`config.mk`:
```
export PLATFORM = sky130hd
export DESIGN_NAME = hbd_ctrl
export DESIGN_NICKNAME = d
export VERILOG_FILES = /design/src/hdl/hbd_pkg.sv /design/src/hdl/hbd_channel.sv /design/src/hdl/hbd_ctrl.sv
export SDC_FILE = /design/constraint.sdc
export NUM_CORES = 1
export LEC_CHECK = 0
export BUFFER_PORTS_ARGS = -buffer_cell sky130_fd_sc_hd__buf_4
export CAP_MARGIN = 5
export CORE_ASPECT_RATIO = 0.5
export CORE_MARGIN = 2
export CORE_UTILIZATION = 33
export CTS_CLUSTER_DIAMETER = 100
export DETAILED_ROUTE_END_ITERATION = 8
export GPL_ROUTABILITY_DRIVEN = 1
export GPL_TIMING_DRIVEN = 1
export PLACE_DENSITY = 0.46
export SLEW_MARGIN = 30
export SYNTH_ARGS = -nofsm -noshare
export SYNTH_HDL_FRONTEND = slang
export SYNTH_HIERARCHICAL = 1
export SYNTH_SLANG_ARGS = --single-unit
```
`constraint.sdc`:
```
create_clock -name clk_in -period 2.7 [get_ports clk_in]
set_input_delay 0.405 -clock clk_in [delete_from_list [all_inputs] [get_ports clk_in]]
set_output_delay 0.405 -clock clk_in [all_outputs]
set_load 0.01 [all_outputs]
```
`src/hdl/hbd_pkg.sv`:
```
package hbd_pkg;

    // Clock rate used to turn times into cycle counts.
    localparam int unsigned CLK_HZ = 100_000_000;

    // Dead time between releasing a high-side command and turning on a low switch.
    localparam int unsigned DEAD_TIME_NS = 1000;
    localparam int unsigned DEAD_CYCLES = (DEAD_TIME_NS * (CLK_HZ / 1_000_000) + 999) / 1000;

    // Blanking delay that tolerates inrush current.
    localparam int unsigned BLANK_TIME_US = 3000;
    localparam int unsigned BLANK_CYCLES = BLANK_TIME_US * (CLK_HZ / 1_000_000);

    // Fast limit for a severe short circuit.
    localparam int unsigned FAST_LIMIT_US = 20;
    localparam int unsigned FAST_CYCLES = FAST_LIMIT_US * (CLK_HZ / 1_000_000);

    // Retry interval after a trip.
    localparam int unsigned RETRY_TIME_MS = 1800;
    localparam int unsigned RETRY_CYCLES = RETRY_TIME_MS * (CLK_HZ / 1000);

    // Two-cycle severe short filter length, well inside the fast limit; no module uses it, and the channel trips on one synchronised sample.
    localparam int unsigned SEVERE_CYCLES = 2;

    // Switch drive bundle.
    typedef struct packed {
        logic left_high_switch;
        logic right_high_switch;
        logic left_low_switch;
        logic right_low_switch;
    } hbd_drive_t;

    // Per-channel sense inputs after synchronising.
    typedef struct packed {
        logic overcurrent;
        logic severe;
    } hbd_sense_t;

endpackage

```
`src/hdl/hbd_channel.sv`:
```
// One high-side protection channel: blanking, trip clamp and retry timer.
module hbd_channel #(
    parameter int unsigned BLANK_CYCLES = hbd_pkg::BLANK_CYCLES,
    parameter int unsigned RETRY_CYCLES = hbd_pkg::RETRY_CYCLES
) (
    input wire logic clk_in,
    input wire logic rst_in,
    input wire logic cmd_in,
    input wire hbd_pkg::hbd_sense_t sense_in,
    output logic clamp_out,
    output logic trip_out
);

    localparam int BW = $clog2(BLANK_CYCLES + 1);
    localparam int RW = $clog2(RETRY_CYCLES + 1);
    localparam logic [BW-1:0] BLANK_END = BW'(BLANK_CYCLES);
    localparam logic [RW-1:0] RETRY_END = RW'(RETRY_CYCLES);

    logic [BW-1:0] blank_cnt;
    logic [BW-1:0] next_blank_cnt;
    logic [RW-1:0] retry_cnt;
    logic [RW-1:0] next_retry_cnt;
    logic clamp;
    logic next_clamp;
    logic trip;

    assign clamp_out = clamp;
    assign trip_out = trip;

    ////////////////////////////////////////////////////////////////////////
    // Next-state logic for the blanking counter, clamp and retry timer.
    always_comb begin
        next_blank_cnt = blank_cnt;
        next_retry_cnt = retry_cnt;
        next_clamp = clamp;
        trip = 1'b0;
        if (!cmd_in || clamp) begin
            next_blank_cnt = '0;
        end else if (blank_cnt != BLANK_END) begin
            next_blank_cnt = blank_cnt + BW'(1);
        end
        if (cmd_in && (sense_in.severe || (sense_in.overcurrent && blank_cnt == BLANK_END))) begin
            trip = 1'b1;
        end
        if (trip) begin
            next_clamp = 1'b1;
            next_retry_cnt = '0;
        end else if (clamp) begin
            if (retry_cnt == RETRY_END) begin
                next_clamp = 1'b0;
                next_retry_cnt = '0;
            end else begin
                next_retry_cnt = retry_cnt + RW'(1);
            end
        end
    end

    // Register the channel state; reset clears every counter.
    always_ff @(posedge clk_in) begin
        if (rst_in) begin
            blank_cnt <= '0;
            retry_cnt <= '0;
            clamp <= 1'b0;
        end else begin
            blank_cnt <= next_blank_cnt;
            retry_cnt <= next_retry_cnt;
            clamp <= next_clamp;
        end
    end

endmodule

```
`src/hdl/hbd_ctrl.sv`:
```
// How it works
// - First input high, second low: left high and right low switches on.
// - Second input high, first low: right high and left low switches on.
// - Both inputs low: high switches off, both low switches on to brake.
// - Both inputs high: all four switches off, motor coasts.
// - Low switch turns on only after dead time following high release.
// - Trip forces that gate low, stops charge pump, restarts retry timer.
// - Gate stays clamped until retry timer ends, then pump and drive resume.
// - Shutdown and retry repeat while overcurrent persists; a held severe short keeps the gate clamped; no effect once cleared.
// - A fault clamps only its own high switch; the other channel continues.
// - Ordinary overcurrent is blanked; severe short trips within the fast limit.
// - Retry interval is a parameter.
module hbd_ctrl #(
    parameter int unsigned DEAD_CYCLES = hbd_pkg::DEAD_CYCLES,
    parameter int unsigned BLANK_CYCLES = hbd_pkg::BLANK_CYCLES,
    parameter int unsigned RETRY_CYCLES = hbd_pkg::RETRY_CYCLES
) (
    input wire logic clk_in,
    input wire logic rst_in,
    input wire logic high_cmd_a_in,
    input wire logic high_cmd_b_in,
    input wire logic overcurrent_in_a,
    input wire logic overcurrent_in_b,
    input wire logic severe_in_a,
    input wire logic severe_in_b,
    output hbd_pkg::hbd_drive_t drive_out,
    output logic high_drive_a_out,
    output logic high_drive_b_out,
    output logic pump_en_a_out,
    output logic pump_en_b_out,
    output logic fault_a_out,
    output logic fault_b_out
);

    localparam int DW = $clog2(DEAD_CYCLES + 1);
    localparam logic [DW-1:0] DEAD_END = DW'(DEAD_CYCLES);

    // Two-stage synchronisers for all pin inputs: bit order cmd_a, cmd_b, oc_a, oc_b, sv_a, sv_b.
    logic [5:0] sync_meta;
    logic [5:0] sync_q;
    logic [5:0] pins;
    logic dir_a;
    logic dir_b;
    hbd_pkg::hbd_sense_t sense_a;
    hbd_pkg::hbd_sense_t sense_b;
    logic [1:0] clamp;
    logic [1:0] trip;

    logic want_lh;
    logic want_rh;
    logic want_ll;
    logic want_rl;
    logic [DW-1:0] dead_l;
    logic [DW-1:0] next_dead_l;
    logic [DW-1:0] dead_r;
    logic [DW-1:0] next_dead_r;
    hbd_pkg::hbd_drive_t drive;
    hbd_pkg::hbd_drive_t next_drive;
    logic [1:0] pump;
    logic [1:0] next_pump;
    logic [1:0] fault;

    assign pins = {high_cmd_a_in, high_cmd_b_in, overcurrent_in_a, overcurrent_in_b, severe_in_a, severe_in_b};
    assign dir_a = sync_q[5];
    assign dir_b = sync_q[4];
    assign sense_a = '{overcurrent: sync_q[3], severe: sync_q[1]};
    assign sense_b = '{overcurrent: sync_q[2], severe: sync_q[0]};

    ////////////////////////////////////////////////////////////////////////
    // Input synchroniser; only the second stage feeds logic.
    always_ff @(posedge clk_in) begin
        if (rst_in) begin
            sync_meta <= '0;
            sync_q <= '0;
        end else begin
            sync_meta <= pins;
            sync_q <= sync_meta;
        end
    end

    ////////////////////////////////////////////////////////////////////////
    // Independent protection per channel.
    hbd_channel #(
        .BLANK_CYCLES(BLANK_CYCLES),
        .RETRY_CYCLES(RETRY_CYCLES)
    ) u_chan_a (
        .clk_in(clk_in),
        .rst_in(rst_in),
        .cmd_in(want_lh),
        .sense_in(sense_a),
        .clamp_out(clamp[0]),
        .trip_out(trip[0])
    );

    hbd_channel #(
        .BLANK_CYCLES(BLANK_CYCLES),
        .RETRY_CYCLES(RETRY_CYCLES)
    ) u_chan_b (
        .clk_in(clk_in),
        .rst_in(rst_in),
        .cmd_in(want_rh),
        .sense_in(sense_b),
        .clamp_out(clamp[1]),
        .trip_out(trip[1])
    );

    ////////////////////////////////////////////////////////////////////////
    // Decode the direction pair into the wanted switch pattern.
    always_comb begin
        want_lh = dir_a && !dir_b;
        want_rl = dir_a && !dir_b;
        want_rh = dir_b && !dir_a;
        want_ll = dir_b && !dir_a;
        if (!dir_a && !dir_b) begin
            want_ll = 1'b1;
            want_rl = 1'b1;
        end
        // Both high leaves everything off by the terms above.
    end

    ////////////////////////////////////////////////////////////////////////
    // Dead-time counters and final drive, with fault clamps applied.
    always_comb begin
        next_dead_l = dead_l;
        next_dead_r = dead_r;
        if (drive.left_high_switch) begin
            next_dead_l = '0;
        end else if (dead_l != DEAD_END) begin
            next_dead_l = dead_l + DW'(1);
        end
        if (drive.right_high_switch) begin
            next_dead_r = '0;
        end else if (dead_r != DEAD_END) begin
            next_dead_r = dead_r + DW'(1);
        end
        next_drive.left_high_switch = want_lh && !clamp[0] && !trip[0] && !drive.left_low_switch;
        next_drive.right_high_switch = want_rh && !clamp[1] && !trip[1] && !drive.right_low_switch;
        next_drive.left_low_switch = want_ll && !drive.left_high_switch && dead_l == DEAD_END;
        next_drive.right_low_switch = want_rl && !drive.right_high_switch && dead_r == DEAD_END;
        next_pump[0] = !clamp[0] && !trip[0];
        next_pump[1] = !clamp[1] && !trip[1];
    end

    // Register drive and timers; reset holds all switches off.
    always_ff @(posedge clk_in) begin
        if (rst_in) begin
            dead_l <= '0;
            dead_r <= '0;
            drive <= '0;
            pump <= '0;
            fault <= '0;
        end else begin
            dead_l <= next_dead_l;
            dead_r <= next_dead_r;
            drive <= next_drive;
            pump <= next_pump;
            fault <= clamp | trip;
        end
    end

    // Outputs come straight from registers.
    assign drive_out = drive;
    assign high_drive_a_out = drive.left_high_switch;
    assign high_drive_b_out = drive.right_high_switch;
    assign pump_en_a_out = pump[0];
    assign pump_en_b_out = pump[1];
    assign fault_a_out = fault[0];
    assign fault_b_out = fault[1];

endmodule

```
==> metrics.md, run 1 <==
| Metric | Value |
|---|---|
| Status | `finished clean` |
| Crit path max-delay family | `simple AND/OR/NAND/NOR gates` |
| FF-to-FF End | `u_chan_a/retry_cnt[26]` |
| Row Count | `35` |
| Hold/Removal Path Class | `primary input to flop` |
| Layout cell share with drive strength beyond 1 | `12.3%` |
| Antenna-violating nets left | `0` |
| Largest stage delay on the critical path | `680 ps` |
| Setup_tns | `0 ps` |
| Area fraction of the dominant cell type after synthesis | `42.2%` |
| Area grow syn2layout | `16.4%` |
| Vias | `5070` |
| Crit path depth | `5` |
| Crit path time final | `2360 ps` |
| Unrepaired setup endpoints after global routing | `no` |
| Cell mode on critical path | `or4_1` |
| Die W | `197 µm` |
| Final setup viols | `0` |
| CTS Hold Bufs | `0` |
| Vias in the first global route | `4771` |
| Starting Density | `33.6%` |
| Final Hold Fails | `0` |
| CP max stage cell | `or4_1` |
| Reg2reg path depth | `5` |
| Final Net Count | `739` |
| Post-route clock period utilization | `87.3%` |
| Cell Count, Final, Fillers Out | `972` |
| Max Cap Violations | `0` |
| Most frequent cell after synthesis | `dfxtp_1` |
| Primary FF master, synth | `dfxtp_1` |
| DR DRC count | `0` |
| Avg WL per Cell | `13.8 µm` |
| Crit path required time | `3020 ps` |
| Worst setup path startpoint | `u_chan_a/retry_cnt[1]` |
| Critical path type | `flop to flop` |
| CTS Buffer Depth | `2` |
| First-pass GRT wire length | `23100 µm` |
| DR pass1 iterations | `4` |
| Synth Instances | `701` |
| # fillers | `1876` |
| Setup slack, reg-to-reg | `340 ps` |
| Slew @ Worst Pin | `427 ps` |
| Gr usage total | `14.3%` |
| CP Capture Point | `u_chan_a/retry_cnt[26]` |
| Clk sink count | `130` |
| Initial antenna violation count | `0` |
| Crit Reg-Reg Startpoint | `u_chan_a/retry_cnt[1]` |
| Largest net degree at the start of global routing | `29` |
| Crit path launch type | `flop` |
| Clock latency on the worst-skew pair | `410 ps` |
| Synth warnings | `6` |
| WL final | `13400 µm` |
| Max frequency | `424 MHz` |
| CTS clock-pin slew for the worst setup and hold paths | `60 ps` |
| Routability cong. | `0.754` |
| Post-synth EDFFs | `0` |
| Yosys reg bits | `130` |
| Die area | `19900 µm²` |
| Post-synthesis sequential area ratio | `42.2%` |
| Mean area per synthesized cell | `8.80 µm²` |
| Crit-path cells | `ha_1, nand4_2, or4_1, or4_1, a211oi_1` |
| Maximum fanout along the worst path | `7` |
| Post-synth top cells | `dfxtp_1 (130), nand2_1 (49), nor2_1 (47)` |
| Total power draw | `0.00445 W` |
| Vias per cell | `5.22` |
| Post-DP HPWL | `9010 µm` |
| Skew final | `12.2 ps` |
| H-Tree Depth | `4` |
| PwrDens | `619 nW/µm²` |
| # diodes | `0` |
| Die Y | `101 µm` |
| Total grt overflow | `0` |
| Pins Over Slew Limit | `0` |
| IO Pins | `18` |
| Initial DRC Count | `281` |
| Post-CTS Setup Bufs | `0` |
| Setup WS pre-CTS | `347 ps` |
| I/O Buffers | `17` |
| Core area | `18300 µm²` |
| Pleak | `2.32 nW` |
| Setup ws final | `344 ps` |
| Max VDD drop | `0.330 mV` |
| Root Driver | `clkbuf_16` |
| CTS tree | `built` |
| Synth cell types | `51` |
| Synthesized area | `6170 µm²` |
| Syn nets | `721` |
| Post-CTS Resized | `0` |
| Area leader, netlist | `dfxtp_1` |
| Num CTS Buffers | `17` |
| Synth area leaders | `dfxtp_1 (42%), xnor2_1 (3.5%), xor2_1 (3.5%)` |
| Crit. End Element | `flop` |
| Crit path buf inv count | `0` |
| Placed Cells | `940` |
| CP arrival | `2680 ps` |
| Post-synth ARST share | `0%` |
| WHS | `203 ps` |
| Worst slew margin | `71.3%` |
[worst min path at each step]
| stage | end | depth (start not counted) | slack, ps | startpoint |
|---|---|---|---|---|
| global placement | sync_q[1] | 1 | 420 | sync_meta[1] |
| finish | sync_meta[5] | 2 | 200 | high_cmd_a_in |
| floorplan | sync_q[0] | 1 | 410 | sync_meta[0] |
| CTS | sync_meta[5] | 2 | 180 | high_cmd_a_in |
| detailed placement | sync_q[1] | 1 | 420 | sync_meta[1] |
| global route | sync_meta[4] | 2 | 200 | high_cmd_b_in |
[cells in the final DEF (no fill, tap or decap), types with 6 or more instances in the layout]
cell type / instances
dfxtp_1: 130
nand2_1: 49
nor2_1: 47
nand3_1: 39
o21ai_0: 35
a21oi_1: 33
or3_1: 30
nand4_1: 30
nor3_1: 29
inv_1: 28
buf_4: 27
xor2_1: 25
xnor2_1: 25
a211oi_1: 20
clkbuf_16: 17
nor2b_1: 16
and4_1: 14
nor4_1: 14
ha_1: 12
or4_1: 12
o31ai_1: 12
and3_1: 9
nor4bb_1: 6
nor4b_1: 6
[flip-flops by register name (all words and copies together), names as in the netlist]
signal and count:
dead_r 7, high_drive_b_out 1, u_chan_a/blank_cnt 19, u_chan_a/clamp_out 1
high_drive_a_out 1, pump 2, drive_out 2, u_chan_b/retry_cnt 28
u_chan_a/retry_cnt 28, fault 2, u_chan_b/blank_cnt 19, sync_meta 6
sync_q 6, dead_l 7, u_chan_b/clamp_out 1
[kinds of logic after synthesis]
family,Yosys count,synth area share [%]
AND/OR/NAND/NOR,334,32.0
flip-flops,130,42.2
AO/OA/AOI/OAI,117,12.0
buffers and inverters,56,3.91
XOR/XNOR,50,7.10
adder cells (fa/ha/maj),12,2.43
multiplexers,2,0.345
[through the flow]
stage                     util [%]  instance area [µm²]
after CTS                     39.1                 7180
after global routing          39.1                 7180
final                         39.1                 7180
after detailed placement      35.8                 6570
after floorplan                  -                 6170
after global placement        35.8                 6570
[per-layer routing]
| layer | track usage, % | part of all wire (%) | vias to the layer above |
|---|---|---|---|
| met4 | 3.88 | 0.68 | 0 |
| met2 | 23.4 | 46 | 49 |
| met1 | 18.8 | 50 | 2397 |
| met3 | 3.71 | 3.0 | 9 |
| met5 | 0 | 0 | - |
| li1 | - | - | 2615 |
[layout make-up]
| type | instances | area [µm²] | share of cell area (%) |
|---|---|---|---|
| Sequential cell | 130 | 2600 | 36.2 |
| Clock buffer | 18 | 439 | 6.12 |
| Multi-Input combinational cell | 515 | 3360 | 46.7 |
| Timing Repair Buffer | 27 | 203 | 2.82 |
| Clock inverter | 14 | 175 | 2.44 |
| Tap cell | 240 | 300 | 4.18 |
| Inverter | 28 | 105 | 1.46 |
[where the power goes]
part	internal, W	switching [W]	leakage [nW]
Combinational	0.0000408	0.0000570	0.972
Sequential	0.00194	0.0000173	1.05
Clock	0.00149	0.000905	0.294
Total	0.00347	0.000979	2.32
No activity file was read; power rests on OpenSTA's default activity.
==> run 2: changes to the inputs <==
--- a/config.mk
+++ b/config.mk
@@ -9,12 +9,12 @@
 export CAP_MARGIN = 5
 export CORE_ASPECT_RATIO = 0.5
 export CORE_MARGIN = 2
-export CORE_UTILIZATION = 33
+export CORE_UTILIZATION = 50
 export CTS_CLUSTER_DIAMETER = 100
 export DETAILED_ROUTE_END_ITERATION = 8
 export GPL_ROUTABILITY_DRIVEN = 1
 export GPL_TIMING_DRIVEN = 1
-export PLACE_DENSITY = 0.46
+export PLACE_DENSITY = 0.64
 export SLEW_MARGIN = 30
 export SYNTH_ARGS = -nofsm -noshare
 export SYNTH_HDL_FRONTEND = slang
==> run 2 against run 1 <==
  * Global-route usage up 5.0 points
  * Fmax decreased by 3.8%
  * First-iteration DRC count grew 0.36%
  * Power fell by 5.8%
  * Worst hold slack improved by 12 ps
  * Register-to-register slack worse by 90 ps
  * Clock power down 11%
  * Wire length is 8.3% lower
  * Clock skew is 2.3 ps lower
  * Combinational power down 1%
==> metrics.md, run 2 (synthesized netlist as in run 1, its figures left out) <==
| Metric | Value |
|---|---|
| Status | `finished clean` |
| Max frequency | `408 MHz` |
| Count of cells along the worst hold path | `2` |
| Max VDD drop | `0.363 mV` |
| Total grt overflow | `0` |
| WHS | `216 ps` |
| Crit path launch type | `flop` |
| Post-CTS Setup Bufs | `0` |
| CTS clock-pin slew for the worst setup and hold paths | `60 ps` |
| DR pass1 iterations | `4` |
| Cell Count, Final, Fillers Out | `895` |
| Slew @ Worst Pin | `372 ps` |
| Final Net Count | `738` |
| Post-CTS Resized | `0` |
| Area of placed instances | `6460 µm²` |
| Crit Reg-Reg Startpoint | `u_chan_a/retry_cnt[1]` |
| Final Hold Fails | `0` |
| I/O Buffers | `17` |
| CTS tree | `built` |
| Critical path type | `flop to flop` |
| Placed Cells | `864` |
| Root Driver | `clkbuf_16` |
| Largest net degree at the start of global routing | `29` |
| Commonest non-fill, non-tap cell in the layout | `dfxtp_1` |
| Finished Cell Area | `7020 µm²` |
| Footprint of the multi-input gates | `3350 µm²` |
| # fillers | `1085` |
| Die area | `13300 µm²` |
| Antenna-violating nets left | `0` |
| # diodes | `0` |
| Setup_tns | `0 ps` |
| Maximum fanout along the worst path | `12` |
| Post-route clock period utilization | `90.7%` |
| FF-to-FF End | `u_chan_a/retry_cnt[26]` |
| Hold Crit Start | `high_cmd_a_in` |
| Clock latency on the worst-skew pair | `400 ps` |
| Global routing usage on met2 | `32.5%` |
| Skew final | `9.92 ps` |
| Most frequent cells in the layout | `dfxtp_1 (130), nand2_1 (49), nor2_1 (47)` |
| H-Tree Depth | `4` |
| Pleak | `2.29 nW` |
| CTS Hold Bufs | `0` |
| Met3 usage in global routing | `4.70%` |
| Pins Over Slew Limit | `0` |
| CTS Buffer Depth | `2` |
| Crit path time final | `2450 ps` |
| Regs by FF count | `u_chan_a/retry_cnt (28), u_chan_b/retry_cnt (28)` |
| Final setup viols | `0` |
| Routability cong. | `0.808` |
| Clk sink count | `130` |
| Die Y | `82.5 µm` |
| Row Count | `28` |
| Die W | `161 µm` |
| Hold/Removal Path Class | `primary input to flop` |
| Vias | `5052` |
| Core area | `11900 µm²` |
| Num CTS Buffers | `17` |
| GRT met1 Usage | `25.1%` |
| CP Capture Point | `u_chan_a/retry_cnt[26]` |
| First-pass GRT wire length | `21100 µm` |
| PwrDens | `597 nW/µm²` |
| Reg2reg path depth | `5` |
| Vias in the first global route | `4553` |
| Gr usage total | `19.3%` |
| Initial DRC Count | `282` |
| CP arrival | `2770 ps` |
| Starting Density | `51.8%` |
| DR DRC count | `0` |
| Worst setup path startpoint | `u_chan_a/retry_cnt[1]` |
| Busiest grt layer | `met2` |
| Vias per cell | `5.64` |
| WL final | `12300 µm` |
| Worst slew margin | `75.0%` |
| Crit path required time | `3020 ps` |
| Max Cap Violations | `0` |
| Layout cell share with drive strength beyond 1 | `11.8%` |
| Area grow syn2layout | `13.7%` |
| IO Pins | `18` |
| Initial antenna violation count | `0` |
| Setup slack, reg-to-reg | `250 ps` |
| Post-DP HPWL | `8070 µm` |
| Unrepaired setup endpoints after global routing | `no` |
| Avg WL per Cell | `13.7 µm` |
| Reg area | `2600 µm²` |
| Crit. End Element | `flop` |
==> run 2: cell types whose count changed in the layout (fill, tap and decap cells not counted) <==
cell	previous run	this run
clkbuf_1	0	1
bufinv_16	3	1
clkinv_2	2	5
clkbuf_8	1	3
clkinvlp_4	3	4
clkinv_4	2	0
nor3_2	3	2
buf_4	27	26
nor3_1	29	30
inv_6	4	0
==> run 2: per-layer routing <==
metal	vias to the layer above	share of wire [%]
met2	62	46
li1	2619	-
met5	-	0
met4	0	0.64
met3	8	2.4
met1	2363	51
==> run 2: worst min-delay path by stage <==
stage	endpoint	slack [ps]
floorplan	sync_q[0]	410
global placement	sync_q[4]	420
detailed placement	sync_q[1]	430
CTS	sync_meta[5]	200
global route	sync_meta[3]	210
finish	sync_meta[5]	220
==> run 2: critical path, cell delays in order (launching register included) <==
cell and delay, ps:
dfxtp_1 400, ha_1 220, nand4_2 220, or4_1 750
or4_1 560, a211oi_1 220
==> run 2: where the power goes <==
part / switching [W] / internal [W] / total [W]
combinational: 0.0000557 / 0.0000408 / 0.0000965
sequential: 0.0000167 / 0.00194 / 0.00196
clock: 0.000810 / 0.00132 / 0.00213
total: 0.000882 / 0.00331 / 0.00419
==> run 2: metrics by stage <==
stage	power, W	setup WS, ps	util, %
after global routing	0.00435	107	58.9
after floorplan	0.00206	598	-
after CTS	0.00424	244	58.9
final	0.00419	250	58.9
after detailed placement	0.00210	225	54.2
after global placement	0.00209	333	54.2
==> run 2: layout make-up <==
class	count	area share [%]
multi-input cells	515	47.8
flip-flops and latches	130	37.1
clock buffers	21	6.71
well taps	165	2.94
repair buffers	26	2.78
inverters	28	1.50
clock inverters	10	1.21
==> run 3: changes to the inputs <==
==> constraint.sdc (replaced) <==
create_clock -name clk_in -period 2.7 [get_ports clk_in]
set_input_delay 0.54 -clock clk_in [delete_from_list [all_inputs] [get_ports clk_in]]
set_output_delay 0.54 -clock clk_in [all_outputs]
set_load 0.01 [all_outputs]
==> run 3 against run 2 <==
  * Critical path depth stayed put
  * Register-to-register slack hardly changed
  * Fmax increased by 0.39%
  * Worst setup slack better by 9.4 ps
  * Clock power increased by 9.4%
  * Via count about the same
  * Sequential share of layout area shrank 0.31 points
  * Utilization rose by 0.49 points
  * Cell area up 0.84%
  * Highest routed layer unchanged
==> metrics.md, run 3 (synthesized netlist as in run 1, its figures left out) <==
| Metric | Value |
|---|---|
| Total power draw | `0.00439 W` |
| Initial DRC Count | `318` |
| Crit. End Element | `flop` |
| IO Pins | `18` |
| Crit path time final | `2440 ps` |
| Max VDD drop | `0.425 mV` |
| # fillers | `1051` |
| Routability cong. | `0.810` |
| CTS Buffer Depth | `2` |
| Vias | `5054` |
| Commonest non-fill, non-tap cell in the layout | `dfxtp_1` |
| Root Driver | `clkbuf_16` |
| Row Count | `28` |
| Setup_tns | `0 ps` |
| CTS Hold Bufs | `0` |
| Setup slack, reg-to-reg | `260 ps` |
| CP arrival | `2760 ps` |
| Pleak | `2.32 nW` |
| Most frequent cells in the layout | `dfxtp_1 (130), nand2_1 (49), nor2_1 (47)` |
| Skew final | `15.5 ps` |
| Die W | `161 µm` |
| Post-route clock period utilization | `90.4%` |
| Vias in the first global route | `4614` |
| Final setup viols | `0` |
| Die area | `13300 µm²` |
| Total grt overflow | `0` |
| Critical path type | `flop to flop` |
| I/O Buffers | `17` |
| Die Y | `82.5 µm` |
| CTS clock-pin slew for the worst setup and hold paths | `60 ps` |
| Post-DP HPWL | `8080 µm` |
| Area grow syn2layout | `14.7%` |
| Layout cell share with drive strength beyond 1 | `11.7%` |
| Area of placed instances | `6470 µm²` |
| Gr usage total | `19.4%` |
| Max Cap Violations | `0` |
| Unrepaired setup endpoints after global routing | `no` |
| Regs by FF count | `u_chan_a/retry_cnt (28), u_chan_b/retry_cnt (28)` |
| Initial antenna violation count | `0` |
| Core area | `11900 µm²` |
| Crit path launch type | `flop` |
| CTS tree | `built` |
| DR DRC count | `0` |
| Avg WL per Cell | `13.7 µm` |
| Crit path required time | `3020 ps` |
| Final Hold Fails | `0` |
| Clk sink count | `130` |
| Starting Density | `51.8%` |
| H-Tree Depth | `4` |
| Vias per cell | `5.63` |
| WL final | `12300 µm` |
| Hold/Removal Path Class | `primary input to flop` |
| # diodes | `0` |
| Status | `finished clean` |
| Finished Cell Area | `7070 µm²` |
| Largest net degree at the start of global routing | `29` |
| Slew @ Worst Pin | `435 ps` |
| Antenna-violating nets left | `0` |
| Pins Over Slew Limit | `0` |
| Final Net Count | `739` |
| Worst slew margin | `71.0%` |
| Post-CTS Setup Bufs | `0` |
| Num CTS Buffers | `17` |
| Post-CTS Resized | `0` |
| Finished Core Util | `59.4%` |
| Maximum fanout along the worst path | `12` |
| Max frequency | `410 MHz` |
| First-pass GRT wire length | `21200 µm` |
| PwrDens | `621 nW/µm²` |
| DR pass1 iterations | `5` |
| Clock latency on the worst-skew pair | `400 ps` |
==> run 3: worst paths after layout <==
check,to,cells after the start,from
worst max-delay path,u_chan_a/retry_cnt[26],5,u_chan_a/retry_cnt[0]
worst min-delay path,sync_meta[4],2,high_cmd_b_in
worst max register to register,u_chan_a/retry_cnt[26],5,u_chan_a/retry_cnt[0]
worst min register to register,sync_q[3],1,sync_meta[3]
==> run 3: worst max-delay path, cell delays in order (launching register included) <==
cell and delay [ps]:
dfxtp_1 390, ha_1 220, nand4_2 220, or4_1 760
or4_1 550, a211oi_1 230
==> run 3: through the flow <==
step,hold slack [ps],setup WS [ps],std cells
2_1_floorplan,414,598,701
3_3_place_gp,415,333,865
3_5_place_dp,424,266,865
4_1_cts,340,253,897
5_1_grt,355,86.0,897
6_report,348,260,897
==> run 3: layer usage <==
metal	vias up	share of wire [%]	GRT usage, %	wire [µm]
met5	-	0	0	0
met1	2375	51	25.1	6220
li1	2613	-	-	-
met4	0	0.22	4.82	27
met2	64	46	33.4	5640
met3	2	3.0	4.65	373
==> run 3: where the power goes <==
group,switching (W),internal [W]
registers,0.0000170,0.00194
logic,0.0000569,0.0000417
clock network,0.000811,0.00152
==> run 3: cell type report <==
type                       count  area (µm²)  area share (%)
clock buffer                  23         478            6.76
clock inverter                 9         129            1.82
inverter                      28         105            1.49
multi-input combinational    515        3350            47.4
sequential                   130        2600            36.8
tap                          165         206            2.92
timing repair buffer          27         203            2.87
